==> config.mk <==
export PLATFORM = sky130hd
export DESIGN_NAME = video_serializer_input
export DESIGN_NICKNAME = d
export VERILOG_FILES = /design/src/hw/vser_pkg.sv /design/src/hw/enc_if.sv /design/src/hw/video_serializer_input.sv /design/src/hw/asi_encoder.sv
export VERILOG_INCLUDE_DIRS = /design/src /design/src/hw
export SDC_FILE = /design/constraint.sdc
export NUM_CORES = 1
export LEC_CHECK = 0
export BUFFER_PORTS_ARGS = -buffer_cell sky130_fd_sc_hd__buf_4
export CAP_MARGIN = 30
export CORE_MARGIN = 8
export CORE_UTILIZATION = 56
export DETAILED_ROUTE_END_ITERATION = 10
export PLACE_DENSITY = 0.76
export SYNTH_ARGS = -nofsm -noshare
export SYNTH_HDL_FRONTEND = slang
export SYNTH_SLANG_ARGS = --single-unit
==> constraint.sdc <==
create_clock -name clk -period 15.7 [get_ports clk]
set_clock_uncertainty 0.2 [all_clocks]
set_input_delay 3.925 -clock clk [delete_from_list [all_inputs] [get_ports clk]]
set_output_delay 3.925 -clock clk [all_outputs]
set_load 0.02 [all_outputs]
==> src/hw/vser_consts.svh <==
// Offsets, field positions, reset values and counts of the video input front end.
// Assumes inclusion by bare name from every design file that needs it.
`ifndef VSER_CONSTS_SVH
`define VSER_CONSTS_SVH
`define OFS_CTRL        8'h00
`define OFS_STATUS      8'h04
`define OFS_LINE        8'h08
`define OFS_FRAME       8'h0c
`define CTRL_HCFG       0
`define CTRL_REMAP_DIS  1
`define CTRL_DETECT_DIS 2
`define CTRL_RESET      3'h0
`define LOSS_CYC        12'hfff
`define TRS_WORDS       16'h0004
`define K28_5           8'hbc
`define K28_X           5'h1c
`define K28_6B          6'h0f
`define SCR_TAP_A       3
`define SCR_TAP_B       8
`endif

==> src/hw/vser_pkg.sv <==
// Types shared by the video input front end and its ASI encoder.
// Assumes nothing of its surroundings.
package vser_pkg;
	typedef enum logic [1:0] {MODE_SMPTE, MODE_ASI, MODE_THRU} mode_t;
	typedef logic [15:0] count_t;
endpackage : vser_pkg

==> src/hw/enc_if.sv <==
// Byte and code path between the front end and its 8b/10b encoder.
// Assumes both ends run on the same clock.
`timescale 1ns/1ps
`default_nettype none
interface enc_if;
	logic       en;
	logic [7:0] byte_val;
	logic       k;
	logic [9:0] code;
	modport src (output en, output byte_val, output k, input code);
	modport enc (input en, input byte_val, input k, output code);
endinterface : enc_if
`default_nettype wire

==> src/hw/video_serializer_input.sv <==
// Parallel input front end of a video serializer: mode, mapping, timing.
// Assumes pins synchronous to clk and an APB master for the registers.
//
// The implementer's own choices: the APB interface to the registers and the register offsets.
`timescale 1ns/1ps
`default_nettype none
`include "vser_consts.svh"
// Contract
// RQ1: Every parallel input word is registered on the rising clock edge.
// RQ2: Bus width pin high selects 20 bits, low selects 10 bits.
// RQ3: Path select high and ASI select low give SMPTE mode.
// RQ4: Path select low, ASI and rate select high give ASI mode.
// RQ5: Path select and ASI select both low give data-through mode.
// RQ6: In 20-bit SMPTE the source puts luma high and chroma low.
// RQ7: In 10-bit operation only the upper ten lines are used.
// RQ8: In ASI mode the controller holds the bus width pin low.
// RQ9: In ASI mode the byte comes from lines 17 down to 10.
// RQ10: In ASI mode line 19 requests sync fill, line 18 flags specials.
// RQ11: In ASI mode the source holds the lower ten lines high.
// RQ12: Sync fill inserts K28.5 commas, encoded after insertion.
// RQ13: The source flags special characters high and plain data low.
// RQ14: ASI bytes are 8b/10b encoded with stuffing before serialization.
// RQ15: Data-through forwards words unchanged at the selected width.
// RQ16: SMPTE data is scrambled then NRZ-to-NRZI encoded.
// RQ17: The source clocks the bus at the rate its format sets.
// RQ18: Processing pin gates all features; register bits disable each one.
// RQ19: SMPTE mode measures total and active line and frame lengths.
// RQ20: Embedded select low takes timing from the H, V, F pins.
// RQ21: Embedded select high takes timing from 8- or 10-bit TRS words.
// RQ22: 8-bit TRS words are remapped only while processing is enabled.
// RQ23: Lock needs one full frame; timing drops at once when lost.
// RQ24: Control bit low means active-line H, high means TRS-based H.
// RQ25: Active-line H stays high through all horizontal blanking.
// RQ26: Undefined mode pin combinations behave as data-through mode.
module video_serializer_input (
	input  wire logic         clk,
	input  wire logic         nrst,
	input  wire logic [7:0]   paddr,
	input  wire logic         psel,
	input  wire logic         penable,
	input  wire logic         pwrite,
	input  wire logic [31:0]  pwdata,
	output var  logic [31:0]  prdata,
	output wire logic         pready,
	output wire logic         pslverr,
	input  wire logic         processing_path_select,
	input  wire logic         asi_mode_select,
	input  wire logic         rate_select,
	input  wire logic         bus_width_select,
	input  wire logic         embedded_timing_select,
	input  wire logic         processing_enable,
	input  wire logic [19:0]  din,
	input  wire logic         h_in,
	input  wire logic         v_in,
	input  wire logic         field_timing_in,
	output var  logic [19:0]  ser_data,
	output var  logic         ser_width20,
	output var  vser_pkg::mode_t ser_mode,
	output var  logic         timing_locked
);
	import vser_pkg::*;

	logic [19:0] din_reg;
	logic        pps_reg;
	logic        asi_reg;
	logic        rate_reg;
	logic        bw_reg;
	logic        ets_reg;
	logic        pen_reg;
	logic        h_reg;
	logic        v_reg;
	logic        f_reg;
	logic [2:0]  ctrl_reg;
	logic [31:0] prdata_next;
	logic [19:0] vid;
	logic [8:0]  scr_reg;
	logic [8:0]  scr_next;
	logic        nrzi_reg;
	logic        nrzi_next;
	logic        bit_s;
	logic [19:0] smpte_word;
	logic [19:0] ser_next;
	logic [2:0]  ff_hist;
	logic [2:0]  zz_hist;
	logic        trs_h;
	logic        trs_v;
	logic        trs_f;
	logic        h_d;
	logic        v_d;
	logic [11:0] wd_cnt;
	count_t      pix_cnt;
	count_t      act_cnt;
	count_t      line_cnt;
	count_t      aline_cnt;
	count_t      tot_len;
	count_t      act_len;
	count_t      tot_lines;
	count_t      act_lines;
	logic        frame_seen;
	mode_t       mode;
	enc_if       e ();

	// Input capture stage
	always_ff @(posedge clk or negedge nrst) begin
		if (!nrst) begin
			din_reg  <= 20'h00000;
			pps_reg  <= 1'b0;
			asi_reg  <= 1'b0;
			rate_reg <= 1'b0;
			bw_reg   <= 1'b0;
			ets_reg  <= 1'b0;
			pen_reg  <= 1'b0;
			h_reg    <= 1'b0;
			v_reg    <= 1'b0;
			f_reg    <= 1'b0;
		end else begin
			din_reg  <= din; // RQ1
			pps_reg  <= processing_path_select;
			asi_reg  <= asi_mode_select;
			rate_reg <= rate_select;
			bw_reg   <= bus_width_select;
			ets_reg  <= embedded_timing_select;
			pen_reg  <= processing_enable;
			h_reg    <= h_in;
			v_reg    <= v_in;
			f_reg    <= field_timing_in;
		end
	end

	wire is_smpte = pps_reg & ~asi_reg; // RQ3
	wire is_asi   = ~pps_reg & asi_reg & rate_reg; // RQ4
	wire is_thru  = ~pps_reg & ~asi_reg; // RQ5
	assign mode = is_smpte ? MODE_SMPTE :
		is_asi ? MODE_ASI : MODE_THRU; // RQ26
	wire wide = bw_reg & ~is_asi; // RQ2

	wire h_cfg     = ctrl_reg[`CTRL_HCFG];
	wire remap_on  = pen_reg & ~ctrl_reg[`CTRL_REMAP_DIS]; // RQ22
	wire detect_on = is_smpte & pen_reg & ~ctrl_reg[`CTRL_DETECT_DIS]; // RQ18

	// Reserved TRS ranges fold onto their 10-bit values
	for (genvar ch = 0; ch < 2; ch++) begin : g_remap
		wire [9:0] w    = din_reg[ch*10 +: 10];
		wire       ones = &w[9:2];
		wire       zero = ~|w[9:2];
		assign vid[ch*10 +: 10] = !remap_on ? w : ones ? 10'h3ff :
			zero ? 10'h000 : w; // RQ22
	end

	// Chroma bits go out first; narrow words use the upper lines only
	always_comb begin
		scr_next   = scr_reg;
		nrzi_next  = nrzi_reg;
		smpte_word = 20'h00000;
		bit_s      = 1'b0;
		for (int i = 0; i < 20; i++) begin
			if (wide || i >= 10) begin
				bit_s = vid[i] ^ scr_next[`SCR_TAP_A] ^
					scr_next[`SCR_TAP_B]; // RQ16
				scr_next = {scr_next[7:0], bit_s};
				nrzi_next = nrzi_next ^ bit_s; // RQ16
				smpte_word[i] = nrzi_next;
			end
		end
	end

	always_ff @(posedge clk or negedge nrst) begin
		if (!nrst) begin
			scr_reg  <= 9'h000;
			nrzi_reg <= 1'b0;
		end else if (is_smpte) begin
			scr_reg  <= scr_next;
			nrzi_reg <= nrzi_next;
		end
	end

	// ASI byte, control bits and sync fill
	wire sync_fill = din_reg[19]; // RQ10
	assign e.en       = is_asi;
	assign e.byte_val = sync_fill ? `K28_5 : din_reg[17:10]; // RQ12
	assign e.k        = sync_fill | din_reg[18]; // RQ10

	asi_encoder u_enc (
		.clk  (clk),
		.nrst (nrst),
		.e    (e.enc)
	); // RQ14

	always_comb begin
		case (mode)
			MODE_SMPTE: ser_next = smpte_word;
			MODE_ASI:   ser_next = {e.code, 10'h000}; // RQ9
			default:    ser_next = wide ? din_reg :
				{din_reg[19:10], 10'h000}; // RQ15
		endcase
	end

	always_ff @(posedge clk or negedge nrst) begin
		if (!nrst) begin
			ser_data    <= 20'h00000;
			ser_width20 <= 1'b0;
			ser_mode    <= MODE_THRU;
		end else begin
			ser_data    <= ser_next; // RQ7
			ser_width20 <= wide;
			ser_mode    <= mode;
		end
	end

	// TRS preamble in either word size; XYZ carries F, V, H
	wire [9:0] luma    = din_reg[19:10];
	wire       trs_hit = ff_hist[2] & zz_hist[1] & zz_hist[0]; // RQ21

	always_ff @(posedge clk or negedge nrst) begin
		if (!nrst) begin
			ff_hist <= 3'h0;
			zz_hist <= 3'h0;
			trs_h   <= 1'b0;
			trs_v   <= 1'b0;
			trs_f   <= 1'b0;
		end else begin
			ff_hist <= {ff_hist[1:0], &luma[9:2]};
			zz_hist <= {zz_hist[1:0], ~|luma[9:2]};
			if (trs_hit) begin
				trs_h <= luma[6];
				trs_v <= luma[7];
				trs_f <= luma[8];
			end
		end
	end

	wire h_s = ets_reg ? trs_h : h_reg; // RQ20
	wire v_s = ets_reg ? trs_v : v_reg;
	wire f_s = ets_reg ? trs_f : f_reg;
	wire line_start  = h_s & ~h_d;
	wire frame_start = v_s & ~v_d & ~f_s;
	wire lost        = wd_cnt == `LOSS_CYC;
	wire run         = detect_on & ~lost;
	wire act_big     = act_cnt > `TRS_WORDS;
	wire [15:0] act_adj = h_cfg ? (act_big ? act_cnt - `TRS_WORDS :
		16'h0000) : act_cnt; // RQ24

	// Watchdog on H activity
	always_ff @(posedge clk or negedge nrst) begin
		if (!nrst) begin
			h_d    <= 1'b0;
			v_d    <= 1'b0;
			wd_cnt <= 12'h000;
		end else begin
			h_d <= h_s;
			v_d <= v_s;
			if (!detect_on || h_s != h_d)
				wd_cnt <= 12'h000;
			else if (!lost)
				wd_cnt <= wd_cnt + 12'h001;
		end
	end

	// Sample counts per line
	always_ff @(posedge clk or negedge nrst) begin
		if (!nrst) begin
			pix_cnt <= 16'h0000;
			act_cnt <= 16'h0000;
			tot_len <= 16'h0000;
			act_len <= 16'h0000;
		end else if (!run) begin
			pix_cnt <= 16'h0000;
			act_cnt <= 16'h0000;
			tot_len <= 16'h0000; // RQ23
			act_len <= 16'h0000;
		end else if (line_start) begin
			tot_len <= pix_cnt; // RQ19
			act_len <= act_adj;
			pix_cnt <= 16'h0001;
			act_cnt <= 16'h0000;
		end else begin
			pix_cnt <= pix_cnt + 16'h0001;
			if (!h_s)
				act_cnt <= act_cnt + 16'h0001;
		end
	end

	// Line counts per frame and lock
	always_ff @(posedge clk or negedge nrst) begin
		if (!nrst) begin
			line_cnt      <= 16'h0000;
			aline_cnt     <= 16'h0000;
			tot_lines     <= 16'h0000;
			act_lines     <= 16'h0000;
			frame_seen    <= 1'b0;
			timing_locked <= 1'b0;
		end else if (!run) begin
			line_cnt      <= 16'h0000;
			aline_cnt     <= 16'h0000;
			tot_lines     <= 16'h0000;
			act_lines     <= 16'h0000;
			frame_seen    <= 1'b0;
			timing_locked <= 1'b0; // RQ23
		end else if (frame_start) begin
			tot_lines     <= line_cnt; // RQ19
			act_lines     <= aline_cnt;
			// The line that opens the frame belongs to it
			line_cnt      <= {15'h0000, line_start}; // RQ19
			aline_cnt     <= 16'h0000;
			frame_seen    <= 1'b1;
			timing_locked <= frame_seen; // RQ23
		end else if (line_start) begin
			line_cnt <= line_cnt + 16'h0001;
			if (!v_s)
				aline_cnt <= aline_cnt + 16'h0001;
		end
	end

	// APB slave, zero wait states
	wire sel_ctrl  = paddr == `OFS_CTRL;
	wire sel_stat  = paddr == `OFS_STATUS;
	wire sel_line  = paddr == `OFS_LINE;
	wire sel_frame = paddr == `OFS_FRAME;
	wire hit       = sel_ctrl | sel_stat | sel_line | sel_frame;
	wire setup     = psel & ~penable;
	wire wr_ctrl   = psel & penable & pwrite & sel_ctrl;

	assign pready  = 1'b1;
	assign pslverr = psel & penable & ~hit;

	always_comb begin
		if (sel_ctrl)
			prdata_next = {29'h00000000, ctrl_reg};
		else if (sel_stat)
			prdata_next = {28'h0000000, wide, timing_locked, mode};
		else if (sel_line)
			prdata_next = {act_len, tot_len};
		else if (sel_frame)
			prdata_next = {act_lines, tot_lines};
		else
			prdata_next = 32'h00000000;
	end

	always_ff @(posedge clk or negedge nrst) begin
		if (!nrst) begin
			ctrl_reg <= `CTRL_RESET; // RQ24
			prdata   <= 32'h00000000;
		end else begin
			if (wr_ctrl)
				ctrl_reg <= pwdata[2:0];
			if (setup)
				prdata <= prdata_next;
		end
	end
endmodule : video_serializer_input
`default_nettype wire

==> src/hw/asi_encoder.sv <==
// 8b/10b encoder with running disparity for the ASI path.
// Assumes the source holds en high only while ASI mode is active.
`timescale 1ns/1ps
`default_nettype none
module asi_encoder (
	input wire logic clk,
	input wire logic nrst,
	enc_if.enc       e
);
	import vser_pkg::*;

	logic       rd_reg;
	logic       rd_next;
	logic [5:0] c6;
	logic [3:0] c4;
	logic       rd1;
	logic       alt;
	logic [4:0] x;
	logic [2:0] y;

	function automatic logic [5:0] tbl6(input logic [4:0] v);
		logic [5:0] r;
		r = 6'h00;
		case (v)
			5'h00: r = 6'b100111; 5'h01: r = 6'b011101;
			5'h02: r = 6'b101101; 5'h03: r = 6'b110001;
			5'h04: r = 6'b110101; 5'h05: r = 6'b101001;
			5'h06: r = 6'b011001; 5'h07: r = 6'b111000;
			5'h08: r = 6'b111001; 5'h09: r = 6'b100101;
			5'h0a: r = 6'b010101; 5'h0b: r = 6'b110100;
			5'h0c: r = 6'b001101; 5'h0d: r = 6'b101100;
			5'h0e: r = 6'b011100; 5'h0f: r = 6'b010111;
			5'h10: r = 6'b011011; 5'h11: r = 6'b100011;
			5'h12: r = 6'b010011; 5'h13: r = 6'b110010;
			5'h14: r = 6'b001011; 5'h15: r = 6'b101010;
			5'h16: r = 6'b011010; 5'h17: r = 6'b111010;
			5'h18: r = 6'b110011; 5'h19: r = 6'b100110;
			5'h1a: r = 6'b010110; 5'h1b: r = 6'b110110;
			5'h1c: r = 6'b001110; 5'h1d: r = 6'b101110;
			5'h1e: r = 6'b011110; default: r = 6'b101011;
		endcase
		return r;
	endfunction : tbl6

	function automatic logic [3:0] tbl4(input logic [2:0] v, input logic kc);
		logic [3:0] r;
		r = 4'h0;
		case (v)
			3'h0: r = 4'b1011;
			3'h1: r = kc ? 4'b0110 : 4'b1001;
			3'h2: r = kc ? 4'b1010 : 4'b0101;
			3'h3: r = 4'b1100;
			3'h4: r = 4'b1101;
			3'h5: r = kc ? 4'b0101 : 4'b1010;
			3'h6: r = kc ? 4'b1001 : 4'b0110;
			default: r = kc ? 4'b0111 : 4'b1110;
		endcase
		return r;
	endfunction : tbl4

	assign x = e.byte_val[4:0];
	assign y = e.byte_val[7:5];

	// Codes are held for negative disparity; for positive, unbalanced codes and those for x 7, y 3 or K are inverted
	always_comb begin
		c6 = (e.k && x == `K28_X) ? `K28_6B : tbl6(x);
		if (rd_reg && ($countones(c6) != 3 || x == 5'h07))
			c6 = ~c6;
		rd1 = rd_reg ^ ($countones(c6) != 3);
		alt = (y == 3'h7) && ((!rd1 && (x == 5'h11 || x == 5'h12 ||
			x == 5'h14)) || (rd1 && (x == 5'h0b || x == 5'h0d ||
			x == 5'h0e)));
		c4 = (alt && !e.k) ? 4'b0111 : tbl4(y, e.k);
		if (rd1 && (e.k || $countones(c4) != 2 || y == 3'h3))
			c4 = ~c4;
		rd_next = rd1 ^ ($countones(c4) != 2);
	end

	assign e.code = {c6, c4};

	always_ff @(posedge clk or negedge nrst) begin
		if (!nrst)
			rd_reg <= 1'b0;
		else if (e.en)
			rd_reg <= rd_next;
	end
endmodule : asi_encoder
`default_nettype wire

---- Word-level counts from Yosys, hierarchy flattened ----
Memory sizes are Yosys's and may differ from the RTL's.
Index checks and enable logic that the tools add are counted.
word-level totals
  word-level logic and storage cells ...... 302
  bits of input ports ..................... 74
  ROM bits ................................ 192
  bits in registers ....................... 250
  memories ................................ 1
  output and inout bits ................... 58
memory list
  memory            words  bits a word  rd ports  clocked after Yosys merged registers in  wr ports  RTL line           source
  (name not given)  32     6            1         0                                        0         asi_encoder.sv:24  case (v)
cells by class
  order comparisons ....................... 1
  reduce and logical (&&, ||, !) cells .... 28
  bitwise gates (word level) .............. 97
  $add $sub $neg .......................... 22
  multiplexer cells ....................... 86
  equality and inequality tests ........... 31
operators by type and width
  cell                                                  number
  two-way mux 16 bit                                    22
  adder 32 bit                                          6
  two-way mux 32 bit                                    4
  != test 32 x 3 -> 1 bit (second input constant)       4
  two-way mux 9 bit                                     10
  two-way mux 10 bit                                    7
  adder 16 x 1 -> 16 bit (second input constant)        4
  XOR 1 bit                                             62
  case mux 20 bit (2 select lines)                      1
  two-way mux 4 bit                                     7
  case mux 4 bit (7 select lines)                       1
  two-way mux 1 bit                                     27
  two-way mux 12 bit                                    2
  adder 1 x 1 -> 2 bit                                  10
  == test 5 bit (second input constant)                 4
  bitwise AND 1 bit                                     18
  == test 8 x 4 -> 1 bit (second input constant)        2
  > comparator 16 x 3 -> 1 bit (second input constant)  1
  AND reduction 8 bit                                   2
  OR reduction 8 bit                                    2
  subtractor 16 x 3 -> 16 bit (second input constant)   1
  == test 5 x 4 -> 1 bit (second input constant)        3
  adder 12 x 1 -> 12 bit (second input constant)        1
  == test 12 bit (second input constant)                1
  other kinds (24)                                      63

---- Longest topological paths before layout ----
  depth in word-level cells ............... 47
  mapped depth ............................ 39
  mapped depth without buffers ............ 38

---- Modules after synthesis ----
From an unflattened synthesis, not the netlist that was laid out.
second synthesis, totals
  cell total of the unflattened synthesis .. 1376
  area, all modules ....................... 13415.4 sq um
modules (own cells, without submodules)
  module                  seq. area each (sq um)  area an instance (sq um)  cells each  times used
  video_serializer_input  6232.2                  12125.4                   1218        1
  asi_encoder             25.0                    1290.0                    158         1

---- Worst setup path before layout ----
OpenSTA, ideal clock, no wires.
  path type ............................... input port to output port
  from .................................... input paddr[7]
  to ...................................... output pslverr
  path slack .............................. 6993 ps
  stages on the path ...................... 3
  data required time ...................... 11575 ps
  buffers on the path ..................... 0
  arrival ................................. 4582 ps
  cell sequence ........................... nor4_1 > nand2_1 > and3_1
between the ends
  word-level cells in the longest chain between the ends .. 6
  elaborated cells on any way between the ends .. 9
  those cells by class .................... 3 x eq/ne; 5 x bitwise; 1 x reduce/logical
RTL lines
  element                                                                       RTL line                       source
  start, declared                                                               video_serializer_input.sv:38   input wire logic [7:0] paddr,
  == test 8 x 3 -> 1 bit (no line) / logical NOT 8 bit (equally long branches)  -
  OR 1 bit (2 in series)                                                        video_serializer_input.sv:319  wire hit = sel_ctrl | sel_stat | sel_line | sel_frame;
  OR 1 bit *                                                                    video_serializer_input.sv:319
  NOT 1 bit *                                                                   video_serializer_input.sv:324  assign pslverr = psel & penable & ~hit;
  bitwise AND 1 bit *                                                           video_serializer_input.sv:324
  end, declared                                                                 video_serializer_input.sv:45   output wire logic pslverr,
Mark *: on every way between the ends. The rest lies on a longest branch, timed or not.

---- Worst setup path in the final report ----
  from .................................... register din_reg[19]
  to ...................................... register u_enc.rd_reg
between the ends
  word-level cells in the longest chain between the ends .. 33
  elaborated cells on any way between the ends .. 70
  those cells by class .................... 16 x add/sub; 19 x eq/ne; 11 x mux; 5 x bitwise; 18 x reduce/logical; 1 x memory
RTL lines
  element                                                RTL line                       source
  start, declared                                        video_serializer_input.sv:63   logic [19:0] din_reg;
  start signal, assigned                                 video_serializer_input.sv:117  din_reg <= din;
  branches (longest 32 deep; another with adder 32 bit)  -
  XOR 1 bit *                                            asi_encoder.sv:76              rd_next = rd1 ^ ($countones(c4) != 2);
  end signal, assigned                                   asi_encoder.sv:85              rd_reg <= rd_next;
  end, declared                                          asi_encoder.sv:12              logic rd_reg;
Mark *: on every way between the ends.
A chain may end at the register's enable or synchronous reset.

==> qor.yml <==
grt:
  grt_use_total: 0.2242
  grt_pass1_wl_um: 52290
  grt_max_degree: 110
  grt_pass1_vias: 10270
  grt_antenna_before_repair: 2
  grt_overflow: 0
sta:
  fin_crit_sh: 0.6287
  hold_viol: 0
  tightest_slew_ps: 926.8
  fin_tns_setup_ps: 0
  max_slew_margin: 0.3803
  fin_hold_ws_ps: 160.9
  finalSetupViolCount: 0
  slew_violations: 0
  max_freq_ghz: 0.1013
  post-route-min-period_ps: 9870
  rsz0062_at_grt: "false"
power:
  pwr-share-clk: 0.235
  p_seq_frac: 0.269
  vdd_drop_max_v: 0.0005501
  p_leak_nw: 6.514
  powerDensity_nw_per_um2: 180.1
  p_total_mw: 2.709
  sw_frac_of_total: 0.3651
  p_switching_uw: 989.2
  pwr-share-comb: 0.497
  internal_power_mw: 1.720
synthesis:
  synthFlopType: "dfrtp_1"
  syn_avg_cell_area_um2: 9.588
  synthDistinctLibCells: 66
  synth_seq_area_share: 0.4774
  syn_nets: 1474
  synth_seq_cells: 250
  netlist_instances: 1367
  syn_area_um2: 13110
  synth_edf_count: 0
  async_reset_ff_frac: 1.000
  ys_warn_count: 0
critical_path:
  start_kind: "register"
  cp_common_cell: "ha_1"
  path_max_fanout: 17
  worstPathRequired_ps: 15870
  worst-setup-path-type: "reg2reg"
  critical-path-max-stage-delay_ps: 580
  cp-end-kind: "register"
  reg2regPathDepth: 36
  critical_path_arrival_ps: 10040
  crit_slowest_cell: "dfrtp_1"
placed_design:
  place_hpwl_um: 21230
  routabilityCongestion: 0.8766
  numPortBuffers: 101
  dp.cells: 1732
clock_network:
  htreeDepth: 1
  clk_pin_slew_ps: 70
  cts_root_buffer: "clkbuf_16"
  cts_tree: "yes"
  post_cts_resized: 0
  cts_buffers: 26
  clock_path_buffers: 3
  clock_sinks: 250
  post-cts-setup-buffer-count: 0
  cts_hold_buf: 0
  worstSkewPairLatency_ps: 550
detailed_routing:
  dr.pass1.iters: 5
  drt_iter0_markers: 898
  routedWlPerCell_um: 17.78
  postRouteAntennaNets: 0
  vias_per_cell: 5.731
  route.detailed.drc: 0
  wl_um: 31640
  vias: 10200
floorplanning:
  core_area_um2: 23190
  start_util: 0.5651
  dieArea_um2: 28560
  die_x_um: 169.0
  die_h_um: 169.0
  row_count: 56
  pin_count: 132
min_path:
  hold_depth: 0
  hp-class: "reg2reg"
flow_run:
  cap_violations: 0
outcome:
  run_status: "complete, no violations"
cells_and_area:
  drive_gt1_frac: 0.1301
  largest_reg_flops: 32
  fin_nets: 1548
  fill_cells: 1878
  final_cell_count_no_fill: 1780
  synthToLayoutAreaGrowth_pct: 14.79
  final_util: 0.6487
synth_stat cells (24+ instances only):
cell / instances / share of area
nor3_1: 24 / 0.0092
inv_1: 25 / 0.0072
nor2_1: 135 / 0.039
a21oi_1: 78 / 0.030
mux2i_1: 27 / 0.021
clkbuf_1: 67 / 0.019
nand2_1: 211 / 0.060
xor2_1: 71 / 0.047
ha_1: 28 / 0.027
xnor2_1: 70 / 0.047
nand3_1: 42 / 0.016
o21ai_0: 91 / 0.035
a22oi_1: 34 / 0.019
dfrtp_1: 249 / 0.48
worst paths after layout:
kind / end / startpoint / slack [ps]
max: u_enc.rd_reg$_DFFE_PN0P_ / din_reg[19]$_DFF_PN0_ / 5830
min: ff_hist[2]$_DFF_PN0_ / ff_hist[1]$_DFF_PN0_ / 160
max reg2reg: u_enc.rd_reg$_DFFE_PN0P_ / din_reg[19]$_DFF_PN0_ / 5830
min reg2reg: ff_hist[2]$_DFF_PN0_ / ff_hist[1]$_DFF_PN0_ / 160
max in group asynchronous: prdata[23]$_DFFE_PN0P_ / nrst / 10590
min in group asynchronous: prdata[29]$_DFFE_PN0P_ / nrst / 3210
cells by family after synthesis:
kind of cell / count (synthesis) / synth area share
compound gates: 256 / 0.1190
xor+xnor: 155 / 0.1182
fa+ha+maj: 33 / 0.03437
buf+inv: 99 / 0.02902
flops: 250 / 0.4774
mux: 42 / 0.03780
other cells: 1 / 0.0002861
simple gates: 531 / 0.1840
per-layer routing:
metal	vias to the layer above	GRT usage	wire length [um]
met2	294	0.3831	15560
li1	4824	-	-
met5	-	0	13
met4	2	0.07772	1048
met1	5010	0.2860	13260
met3	72	0.03587	1761
placed cells by master, fill, tap and decap left out, types with 25 or more instances in the layout:
master / Yosys / layout
buf_4: 1 / 117
a22oi_1: 34 / 34
ha_1: 28 / 28
nand3_1: 42 / 42
mux2i_1: 27 / 27
clkbuf_16: 0 / 26
nand2_1: 211 / 211
xnor2_1: 70 / 70
inv_1: 25 / 25
nor2_1: 135 / 135
a21oi_1: 78 / 78
xor2_1: 71 / 71
o21ai_0: 91 / 90
dfrtp_1: 249 / 249
final cells by class:
type                            count  area (um2)  area share
Antenna cell                        1       2.502   0.0001663
Clock buffer                       38       745.7     0.04957
Clock inverter                      9       137.6    0.009148
Inverter                           25       93.84    0.006238
Multi-Input combinational cell   1018        6495      0.4317
Sequential cell                   250        6257      0.4159
Tap cell                          319       399.1     0.02653
Timing Repair Buffer              120       913.4     0.06071
power groups by stage:
| stage | sequential (mW) | combinational (mW) | clock (mW) |
|---|---|---|---|
| floorplan | 0.744 | 1.06 | 0 |
| global placement | 0.736 | 1.30 | 0 |
| detailed placement | 0.738 | 1.32 | 0 |
| CTS | 0.727 | 1.34 | 0.646 |
| global route | 0.733 | 1.45 | 0.669 |
| finish | 0.728 | 1.35 | 0.635 |
through the flow:
step           cell area, um2  setup WS [ps]
2_1_floorplan           13110           6993
6_report                15040           5830
4_1_cts                 15040           5865
3_3_place_gp            14140           6085
3_5_place_dp            14160           5915
5_1_grt                 15040           5017
critical path: cells and delay by family, from the launching register on:
family          cells  cell delay [ps]
fa+ha+maj          10             3610
xor+xnor            2              410
simple gates       13             3080
buf+inv             3              610
flops               1              580
compound gates      8             1190
Note: power is estimated with default switching activity, not from simulation.
